## src/qpa_pkg.sv

```systemverilog
// constants, types and register map of the qos priority source assign block
// Functional notes
// - ctrl bit 11 remaps port priority
// - per-port choice: 0 inner dei0, 1 outer dei0
// - acl hit gives acl priority, else null
// - ip only: tos upper six bits lookup
// - ipv6 traffic class treated as tos
// - invalid codepoint match forces null when enabled
// - inner tag remapped by dei table, else null
// - outer tag remapped by dei table, else null
// - tag map entries hold 3-bit priority
// - route hit with assign flag gives priority
// - mac/subnet vlan hit gives entry priority
// - bit 9 remaps it by vlan kind
// - tag dei picks table, untagged dei0
// - proto-port vlan hit gives entry priority
// - bit 10 remaps proto-port priority likewise
// - etag pcp and dei remapped, else null
// - tunnel hit: capwap bssid, else entry priority
// - tunnel hit supplies selection table index
// - mpls hit assign 1 uses entry priority
// - mpls assign 0 remaps tc, else null
// - per-port 3-bit port priority register
package qpa_pkg;
    localparam int PRIO_W = 3;
    localparam int NUM_PORTS = 8;
    localparam int PORT_W = 3;
    localparam int ADDR_W = 12;
    localparam int DATA_W = 32;
    localparam int DSCP_W = 6;
    localparam int TOS_W = 8;
    localparam int SEL_IDX_W = 2;
    localparam int MAP_DEPTH = 128;
    localparam int MAP_IDX_W = 7;
    localparam logic [MAP_IDX_W-1:0] MAP_USED = 7'h78;
    // entry bases inside the shared map store
    localparam logic [MAP_IDX_W-1:0] MAP_DSCP_BASE = 7'h00;
    localparam logic [MAP_IDX_W-1:0] MAP_IN0_BASE = 7'h40;
    localparam logic [MAP_IDX_W-1:0] MAP_IN1_BASE = 7'h48;
    localparam logic [MAP_IDX_W-1:0] MAP_OUT0_BASE = 7'h50;
    localparam logic [MAP_IDX_W-1:0] MAP_OUT1_BASE = 7'h58;
    localparam logic [MAP_IDX_W-1:0] MAP_ETAG_BASE = 7'h60;
    localparam logic [MAP_IDX_W-1:0] MAP_MPLS_BASE = 7'h70;
    // byte offsets
    localparam logic [ADDR_W-1:0] CTRL_OFS = 12'h000;
    localparam logic [ADDR_W-1:0] PORT_PRIO_OFS = 12'h100;
    localparam logic [ADDR_W-1:0] PORT_CHOICE_OFS = 12'h140;
    localparam logic [ADDR_W-1:0] MAP_OFS = 12'h200;
    localparam int WORD_LSB = 2;
    localparam int PORT_BLK_LSB = 5;
    localparam int MAP_BLK_LSB = 9;
    // control fields
    localparam int CTRL_PORT_REMAP_BIT = 11;
    localparam int CTRL_PROTO_REMAP_BIT = 10;
    localparam int CTRL_MACV_REMAP_BIT = 9;
    localparam int CTRL_INV_EN_BIT = 8;
    localparam int CTRL_INV_HI = 5;
    localparam int CTRL_INV_LO = 0;
    localparam int CTRL_W = 12;
    localparam logic [CTRL_W-1:0] CTRL_RST = 12'h000;
    localparam logic [CTRL_W-1:0] CTRL_MASK = 12'hF3F;
    localparam logic [PRIO_W-1:0] PRIO_RST = 3'h0;

    typedef struct packed {
        logic valid;
        logic [PRIO_W-1:0] prio;
    } qpa_cand_type;

    typedef struct packed {
        logic valid;
        logic [PORT_W-1:0] rx_port;
        logic acl_hit;
        logic [PRIO_W-1:0] acl_prio;
        logic is_ipv4;
        logic is_ipv6;
        logic [TOS_W-1:0] tos;
        logic itag_present;
        logic itag_dei;
        logic [PRIO_W-1:0] itag_pri;
        logic otag_present;
        logic otag_dei;
        logic [PRIO_W-1:0] otag_pri;
        logic route_hit;
        logic route_assign;
        logic [PRIO_W-1:0] route_prio;
        logic macv_hit;
        logic macv_outer;
        logic [PRIO_W-1:0] macv_prio;
        logic proto_hit;
        logic proto_outer;
        logic [PRIO_W-1:0] proto_prio;
        logic etag_present;
        logic etag_dei;
        logic [PRIO_W-1:0] etag_pcp;
        logic tt_hit;
        logic tt_capwap;
        logic [PRIO_W-1:0] bssid_prio;
        logic [PRIO_W-1:0] tt_prio;
        logic [SEL_IDX_W-1:0] tt_sel_idx;
        logic mpls_hit;
        logic mpls_assign;
        logic [PRIO_W-1:0] mpls_prio;
        logic [PRIO_W-1:0] mpls_tc;
    } qpa_pkt_type;

    typedef struct packed {
        logic valid;
        qpa_cand_type port;
        qpa_cand_type acl;
        qpa_cand_type dscp;
        qpa_cand_type itag;
        qpa_cand_type otag;
        qpa_cand_type route;
        qpa_cand_type macv;
        qpa_cand_type proto;
        qpa_cand_type etag;
        qpa_cand_type tunnel;
        qpa_cand_type mpls;
        logic tt_idx_valid;
        logic [SEL_IDX_W-1:0] tt_idx;
    } qpa_res_type;

    typedef struct packed {
        logic we;
        logic [MAP_IDX_W-1:0] idx;
        logic [PRIO_W-1:0] data;
    } qpa_wr_type;

    typedef logic [MAP_DEPTH-1:0][PRIO_W-1:0] qpa_map_type;
endpackage

```

## src/qpa_map_store.sv

```systemverilog
// flip-flop store of all priority remap tables
`timescale 1ns/1ps
module qpa_map_store (
    input wire logic clk,
    input wire logic nrst,
    input qpa_pkg::qpa_wr_type wr,
    output qpa_pkg::qpa_map_type map
);
    typedef struct packed {
        qpa_pkg::qpa_map_type ent;
    } qpa_store_type;

    qpa_store_type s_r;
    qpa_store_type s_nxt;

    always_comb
    begin
        s_nxt = s_r;
        if (wr.we)
        begin
            s_nxt.ent[wr.idx] = wr.data;
        end
    end

    always_ff @(posedge clk or negedge nrst)
    begin
        if (!nrst)
        begin
            s_r <= '0;
        end
        else
        begin
            s_r <= s_nxt;
        end
    end

    assign map = s_r.ent;
endmodule

```

## src/qpa_top.sv

```systemverilog
// priority source assignment with apb register file
`timescale 1ns/1ps
module qpa_top (
    input wire logic REF_CLK,
    input wire logic NRST,
    input wire logic PSEL,
    input wire logic PENABLE,
    input wire logic PWRITE,
    input wire logic [qpa_pkg::ADDR_W-1:0] PADDR,
    input wire logic [qpa_pkg::DATA_W-1:0] PWDATA,
    output logic [qpa_pkg::DATA_W-1:0] PRDATA,
    output logic PREADY,
    output logic PSLVERR,
    input qpa_pkg::qpa_pkt_type PKT_IN,
    output qpa_pkg::qpa_res_type PRIO_OUT
);
    typedef logic [qpa_pkg::PRIO_W-1:0] qpa_prio_type;

    typedef struct packed {
        logic [qpa_pkg::CTRL_W-1:0] ctrl;
        logic [qpa_pkg::NUM_PORTS-1:0][qpa_pkg::PRIO_W-1:0] port_prio;
        logic [qpa_pkg::NUM_PORTS-1:0] port_choice;
        logic [qpa_pkg::DATA_W-1:0] rdata;
        logic slverr;
        qpa_pkg::qpa_res_type res;
    } qpa_state_type;

    qpa_state_type s_r;
    qpa_state_type s_nxt;
    qpa_pkg::qpa_map_type map;
    qpa_pkg::qpa_wr_type map_wr;

    qpa_map_store u_store (
        .clk(REF_CLK),
        .nrst(NRST),
        .wr(map_wr),
        .map(map)
    );

    // tag remap: outer picks the outer pair, dei picks the table
    function automatic qpa_prio_type remap(
        input qpa_pkg::qpa_map_type m,
        input logic outer,
        input logic dei,
        input qpa_prio_type vlan_entry_prio
    );
        logic [qpa_pkg::MAP_IDX_W-1:0] base;
        if (outer)
        begin
            base = dei ? qpa_pkg::MAP_OUT1_BASE : qpa_pkg::MAP_OUT0_BASE;
        end
        else
        begin
            base = dei ? qpa_pkg::MAP_IN1_BASE : qpa_pkg::MAP_IN0_BASE;
        end
        return m[base + qpa_pkg::MAP_IDX_W'(vlan_entry_prio)];
    endfunction

    // vlan entry priority, optionally treated as a tag priority
    function automatic qpa_prio_type vlan_prio(
        input qpa_pkg::qpa_map_type m,
        input logic en,
        input logic outer,
        input qpa_prio_type vlan_entry_prio,
        input qpa_pkg::qpa_pkt_type p
    );
        logic dei;
        // untagged packets always use the dei 0 table
        if (outer)
        begin
            dei = p.otag_present & p.otag_dei;
        end
        else
        begin
            dei = p.itag_present & p.itag_dei;
        end
        if (en)
        begin
            return remap(m, outer, dei, vlan_entry_prio);
        end
        return vlan_entry_prio;
    endfunction

    logic apb_setup;
    logic apb_access;
    logic ctrl_hit;
    logic pprio_hit;
    logic pchoice_hit;
    logic map_hit;
    logic any_hit;
    logic [qpa_pkg::PORT_W-1:0] port_sel;
    logic [qpa_pkg::MAP_IDX_W-1:0] map_sel;
    logic [qpa_pkg::DSCP_W-1:0] dscp;
    logic inv_match;
    logic [qpa_pkg::DATA_W-1:0] rd_mux;
    qpa_pkg::qpa_res_type r;
    qpa_prio_type pp;

    always_comb
    begin
        apb_setup = PSEL & ~PENABLE;
        apb_access = PSEL & PENABLE;
        port_sel = PADDR[qpa_pkg::WORD_LSB +: qpa_pkg::PORT_W];
        map_sel = PADDR[qpa_pkg::WORD_LSB +: qpa_pkg::MAP_IDX_W];
        ctrl_hit = PADDR[qpa_pkg::ADDR_W-1:qpa_pkg::WORD_LSB]
            == qpa_pkg::CTRL_OFS[qpa_pkg::ADDR_W-1:qpa_pkg::WORD_LSB];
        pprio_hit = PADDR[qpa_pkg::ADDR_W-1:qpa_pkg::PORT_BLK_LSB]
            == qpa_pkg::PORT_PRIO_OFS[qpa_pkg::ADDR_W-1:
                qpa_pkg::PORT_BLK_LSB];
        pchoice_hit = PADDR[qpa_pkg::ADDR_W-1:qpa_pkg::PORT_BLK_LSB]
            == qpa_pkg::PORT_CHOICE_OFS[qpa_pkg::ADDR_W-1:
                qpa_pkg::PORT_BLK_LSB];
        // top slots of the store are spare and answer as unmapped
        map_hit = (PADDR[qpa_pkg::ADDR_W-1:qpa_pkg::MAP_BLK_LSB]
            == qpa_pkg::MAP_OFS[qpa_pkg::ADDR_W-1:qpa_pkg::MAP_BLK_LSB])
            && (map_sel < qpa_pkg::MAP_USED);
        any_hit = ctrl_hit | pprio_hit | pchoice_hit | map_hit;

        rd_mux = '0;
        if (ctrl_hit)
        begin
            rd_mux[qpa_pkg::CTRL_W-1:0] = s_r.ctrl;
        end
        else if (pprio_hit)
        begin
            rd_mux[qpa_pkg::PRIO_W-1:0] = s_r.port_prio[port_sel];
        end
        else if (pchoice_hit)
        begin
            rd_mux[0] = s_r.port_choice[port_sel];
        end
        else if (map_hit)
        begin
            rd_mux[qpa_pkg::PRIO_W-1:0] = map[map_sel];
        end

        map_wr.we = apb_access & PWRITE & map_hit;
        map_wr.idx = map_sel;
        map_wr.data = PWDATA[qpa_pkg::PRIO_W-1:0];

        s_nxt = s_r;
        // read data and error are caught in setup so they leave a flop
        if (apb_setup)
        begin
            s_nxt.rdata = PWRITE ? '0 : rd_mux;
            s_nxt.slverr = ~any_hit;
        end
        if (apb_access & PWRITE)
        begin
            if (ctrl_hit)
            begin
                s_nxt.ctrl = PWDATA[qpa_pkg::CTRL_W-1:0]
                    & qpa_pkg::CTRL_MASK;
            end
            if (pprio_hit)
            begin
                s_nxt.port_prio[port_sel] =
                    PWDATA[qpa_pkg::PRIO_W-1:0];
            end
            if (pchoice_hit)
            begin
                s_nxt.port_choice[port_sel] = PWDATA[0];
            end
        end

        // candidate computation, one cycle of latency
        r = '0;
        r.valid = PKT_IN.valid;
        pp = s_r.port_prio[PKT_IN.rx_port];
        if (s_r.ctrl[qpa_pkg::CTRL_PORT_REMAP_BIT])
        begin
            // port priority is looked up as if it were a dei 0 tag
            pp = remap(map, s_r.port_choice[PKT_IN.rx_port], 1'b0,
                pp);
        end
        r.port.valid = 1'b1;
        r.port.prio = pp;

        r.acl.valid = PKT_IN.acl_hit;
        r.acl.prio = PKT_IN.acl_prio;

        // ipv6 traffic class sits in the same byte slot as tos
        dscp = PKT_IN.tos[qpa_pkg::TOS_W-1 -: qpa_pkg::DSCP_W];
        inv_match = s_r.ctrl[qpa_pkg::CTRL_INV_EN_BIT]
            && (dscp == s_r.ctrl[qpa_pkg::CTRL_INV_HI:
                qpa_pkg::CTRL_INV_LO]);
        r.dscp.valid = (PKT_IN.is_ipv4 | PKT_IN.is_ipv6)
            & ~inv_match;
        r.dscp.prio = map[qpa_pkg::MAP_DSCP_BASE
            + qpa_pkg::MAP_IDX_W'(dscp)];

        r.itag.valid = PKT_IN.itag_present;
        r.itag.prio = remap(map, 1'b0, PKT_IN.itag_dei,
            PKT_IN.itag_pri);
        r.otag.valid = PKT_IN.otag_present;
        r.otag.prio = remap(map, 1'b1, PKT_IN.otag_dei,
            PKT_IN.otag_pri);

        r.route.valid = PKT_IN.route_hit
            & PKT_IN.route_assign;
        r.route.prio = PKT_IN.route_prio;

        r.macv.valid = PKT_IN.macv_hit;
        r.macv.prio = vlan_prio(map,
            s_r.ctrl[qpa_pkg::CTRL_MACV_REMAP_BIT],
            PKT_IN.macv_outer, PKT_IN.macv_prio, PKT_IN);

        r.proto.valid = PKT_IN.proto_hit;
        r.proto.prio = vlan_prio(map,
            s_r.ctrl[qpa_pkg::CTRL_PROTO_REMAP_BIT],
            PKT_IN.proto_outer, PKT_IN.proto_prio, PKT_IN);

        r.etag.valid = PKT_IN.etag_present;
        r.etag.prio = map[qpa_pkg::MAP_ETAG_BASE + qpa_pkg::MAP_IDX_W'(
            {PKT_IN.etag_dei, PKT_IN.etag_pcp})];

        r.tunnel.valid = PKT_IN.tt_hit;
        r.tunnel.prio = PKT_IN.tt_capwap ? PKT_IN.bssid_prio
            : PKT_IN.tt_prio;
        r.tt_idx_valid = PKT_IN.tt_hit;
        r.tt_idx = PKT_IN.tt_sel_idx;

        r.mpls.valid = PKT_IN.mpls_hit;
        r.mpls.prio = PKT_IN.mpls_assign ? PKT_IN.mpls_prio
            : map[qpa_pkg::MAP_MPLS_BASE
                + qpa_pkg::MAP_IDX_W'(PKT_IN.mpls_tc)];

        // null sources carry zero so stale values never leak
        if (!r.acl.valid) r.acl.prio = qpa_pkg::PRIO_RST;
        if (!r.dscp.valid) r.dscp.prio = qpa_pkg::PRIO_RST;
        if (!r.itag.valid) r.itag.prio = qpa_pkg::PRIO_RST;
        if (!r.otag.valid) r.otag.prio = qpa_pkg::PRIO_RST;
        if (!r.route.valid) r.route.prio = qpa_pkg::PRIO_RST;
        if (!r.macv.valid) r.macv.prio = qpa_pkg::PRIO_RST;
        if (!r.proto.valid) r.proto.prio = qpa_pkg::PRIO_RST;
        if (!r.etag.valid) r.etag.prio = qpa_pkg::PRIO_RST;
        if (!r.tunnel.valid) r.tunnel.prio = qpa_pkg::PRIO_RST;
        if (!r.mpls.valid) r.mpls.prio = qpa_pkg::PRIO_RST;
        if (!r.tt_idx_valid) r.tt_idx = '0;
        // a gap in the packet stream gives an all-null result
        if (!PKT_IN.valid)
        begin
            r = '0;
        end
        s_nxt.res = r;
    end

    always_ff @(posedge REF_CLK or negedge NRST)
    begin
        if (!NRST)
        begin
            s_r <= '0;
            s_r.ctrl <= qpa_pkg::CTRL_RST;
        end
        else
        begin
            s_r <= s_nxt;
        end
    end

    // zero wait states: data was prepared during the setup cycle
    assign PREADY = apb_access;
    assign PRDATA = s_r.rdata;
    assign PSLVERR = s_r.slverr & apb_access;
    assign PRIO_OUT = s_r.res;
endmodule

```

## config.mk

```make
export PLATFORM = sky130hd
export DESIGN_NAME = qpa_top
export DESIGN_NICKNAME = d
export VERILOG_FILES = /design/src/qpa_pkg.sv /design/src/qpa_map_store.sv /design/src/qpa_top.sv
export SDC_FILE = /design/constraint.sdc
export NUM_CORES = 1
export LEC_CHECK = 0
export BUFFER_PORTS_ARGS = -buffer_cell sky130_fd_sc_hd__buf_2
export CAP_MARGIN = 15
export CORE_MARGIN = 5
export CORE_UTILIZATION = 61
export DETAILED_ROUTE_END_ITERATION = 10
export PLACE_DENSITY = 0.79
export SYNTH_ARGS = -nofsm -noshare
export SYNTH_HDL_FRONTEND = slang
export SYNTH_SLANG_ARGS = --single-unit
```

## constraint.sdc

```tcl
create_clock -name REF_CLK -period 2.86 [get_ports REF_CLK]
set_input_delay 0.429 -clock REF_CLK [delete_from_list [all_inputs] [get_ports REF_CLK]]
set_output_delay 0.429 -clock REF_CLK [all_outputs]
set_load 0.01 [all_outputs]
```

==> flow_metrics.tcl <==
set metrics [dict create \
    synth_edf_count 0 \
    hp-class "primary input to flop" \
    clk_pin_slew_worst_paths_ns 0.06 \
    hp-start "PKT_IN[34]" \
    drtPass1Iterations 7 \
    rrSetupSlack_ns 0.38 \
    min_to "PRIO_OUT[24]" \
    tritoncts "done" \
    synthArstFlopShare 1.000 \
    reg2reg_depth 7 \
    multi_input_area_mm2 0.01409 \
    clkLatencyLatePin_ns 0.60 \
    nFillCells 3111 \
    finalCritPeriodShare 0.8676 \
    fmax_mhz 403.0 \
    r2r_end "PRIO_OUT[45]" \
    synth_area_mm2 0.02755 \
    utilization 0.6982 \
    postCtsSetupBuffers 0 \
    synth_area_leaders "dfrtp_1 44%, mux2_2 19%, mux4_2 15%" \
    first_iter_violations 2853 \
    totalWireLength_um 85460 \
    status "completed" \
    grt_max_degree 130 \
    ir_drop_uv 485.4 \
    netlist.area_leader.share 0.4387 \
    numCtsBuffers 50 \
    crit_cells 7 \
    drc 0 \
    finalMaxSlewViolations 0 \
    slowest_stage "mux4_2" \
    p_clk_frac 0.456 \
    intPower_mw 11.53 \
    synth.top_cells.by_count "483 x dfrtp_1, 455 x mux2_2, 188 x mux4_2" \
    regArea_mm2 0.01209 \
    grt_pass1_wl_um 131900 \
    cp-start-kind "flop" \
    numClockSinks 483 \
    design.core.area_mm2 0.04441 \
    finalNonFillerCells 2916 \
    root_buffer "clkbuf_16" \
    synthDistinctLibCells 63 \
    worst_pin_slew_ns 0.8616 \
    critPathCaptureType "flop" \
    path_delay_family "multiplexers" \
    skew_ns 0.01994 \
    initial_core_util 0.6203 \
    dp_hpwl_um 59820 \
    totalPowerFinal_mw 15.18 \
    post-place-cells 2822 \
    drv_cap 0 \
    die_y_um 222.5 \
    crit_fanout 12 \
    drtAntennaViolNets 0 \
    wl_per_cell_um 29.31 \
    synth.avg_cell_area_um2 12.64 \
    rsz0062_at_grt "false" \
    viasPerCell 7.096 \
    core.rowCount 77 \
    crit_required_ns 3.30 \
    design.die.area_mm2 0.04952 \
    pwr-share-seq 0.455 \
    postSynthCellCount 2180 \
    max_stage_delay_ns 0.51 \
    cp_cell_sequence "mux4_2 > mux2i_4 > buf_4 > a211oi_1 > a21oi_1 > o22ai_1 > o32ai_1" \
    vias 20690 \
    fin_area_mm2 0.03101 \
    ys_seq_area_frac 0.4387 \
    final_layout_size_suffix_gt1_frac 0.4423 \
    dieWidth_um 222.5 \
    grt-ovfl-total 0 \
    area_delta_synth_final_pct 12.56 \
    min_period_ns 2.481 \
    swShare 0.2406 \
    dpl_cell_area_mm2 0.02927 \
    synth_flop_cell "dfrtp_1" \
    power.density_mw_per_mm2 489.5 \
    whs_path_depth 2 \
    crit_buf_inv 1 \
    grt_pass1_vias 21470 \
    fin_setup_tns_ns 0 \
    regToRegStartpoint "s_r[110]" \
    htreeDepth 2 \
    p_leak_nw 14.44 \
    track_usage 0.3432 \
    fin_nets 2398 \
    comb_power_share 0.089 \
    final_hold_viol_count 0 \
    antenna_found_initial 2 \
    crit_type "flop to flop" \
    maxSlewHeadroom 0.4256 \
    gp_congestion 1.008 \
    yosysTopAreaCell "dfrtp_1" \
    synth_warnings 0 \
    p_sw_mw 3.653 \
    clockBufferDepth 3 \
    pin_count 197 \
    synth.ff_latch_count 483 \
    port_buffers 148 \
    finalSetupViolCount 0 \
    yosysMostFrequentCell "dfrtp_1" \
    crit_arrival_ns 2.92 \
]
## metal layers
metal,vias to the layer above,global-route usage,part of all wire
met5,-,0,0.00015
met4,2,0.1798,0.067
met3,390,0.07272,0.12
met2,1504,0.5358,0.47
met1,10460,0.4581,0.35
li1,8339,-,-
## cell type report
type                       instances  area share
multi-input combinational       1426      0.4545
sequential                       483      0.3898
timing repair buffer             303     0.07367
clock buffer                      73     0.04608
tap                              592     0.02389
clock inverter                    18    0.009643
inverter                          19    0.002300
antenna                            2   0.0001614
## power groups by stage
stage / combinational, mW / sequential (mW) / clock, mW
finish: 1.35 / 6.91 / 6.92
global route: 1.42 / 6.91 / 7.27
CTS: 1.32 / 6.91 / 6.99
detailed placement: 1.31 / 7.04 / 0
global placement: 1.28 / 7.03 / 0
floorplan: 0.702 / 7.02 / 0
## stage by stage
stage                     setup WS [ns]  hold WS (ns)
after floorplan                  0.2283        0.1334
after global placement           0.1404        0.3608
after detailed placement        0.05893        0.3640
after CTS                        0.4377       0.03721
after global routing             0.3138       0.05591
final                            0.3788       0.05973
## flip-flops by register name (all words and copies together), names as in the netlist
name         cells
PRDATA          10
PRIO_OUT        46
s_r             43
u_store.map    384
## placed cells by master (no fill, tap or decap), types with 8 or more instances in the layout
cell type	netlist	routed
inv_1	19	19
dfrtp_1	483	483
buf_12	0	28
mux2i_1	77	76
o211ai_1	11	11
a21oi_1	40	40
nor2b_1	22	22
and3_1	11	11
o21ai_0	41	41
a22oi_1	37	37
buf_2	36	140
a221oi_1	37	37
bufinv_16	0	8
a22o_1	17	17
nand3_1	26	26
a31oi_1	10	10
mux2_2	455	455
nor2_1	144	144
o22ai_1	19	19
and2_1	19	19
a211oi_1	14	14
nand4_1	8	8
o221ai_1	9	9
nand2_1	125	125
clkbuf_1	138	15
conb_1	1	22
mux4_2	188	188
buf_4	81	133
nor3_1	15	15
clkbuf_16	0	51
## repair_timing
item                      in CTS  in global routing
resized for setup              0                  0
hold endpoints to repair      61                  0
hold buffers                   1                  0
## logic make-up after synthesis
kind of cell | synth area share
other cells | 0.0001361
buf+inv | 0.05272
mux | 0.3689
simple gates | 0.06512
flops | 0.4387
xor+xnor | 0.001907
compound gates | 0.07248
## worst max-delay path by stage
stage,from,to,slack [ns]
after floorplan,PKT_IN[51],PRIO_OUT[35],0.23
after global placement,PADDR[3],PRDATA[0],0.14
after detailed placement,PADDR[3],PRDATA[0],0.06
after CTS,u_store.map[369],PRDATA[0],0.44
after global routing,s_r[110],PRIO_OUT[45],0.31
final,s_r[110],PRIO_OUT[45],0.38
Note: power is estimated with default switching activity, not from simulation.
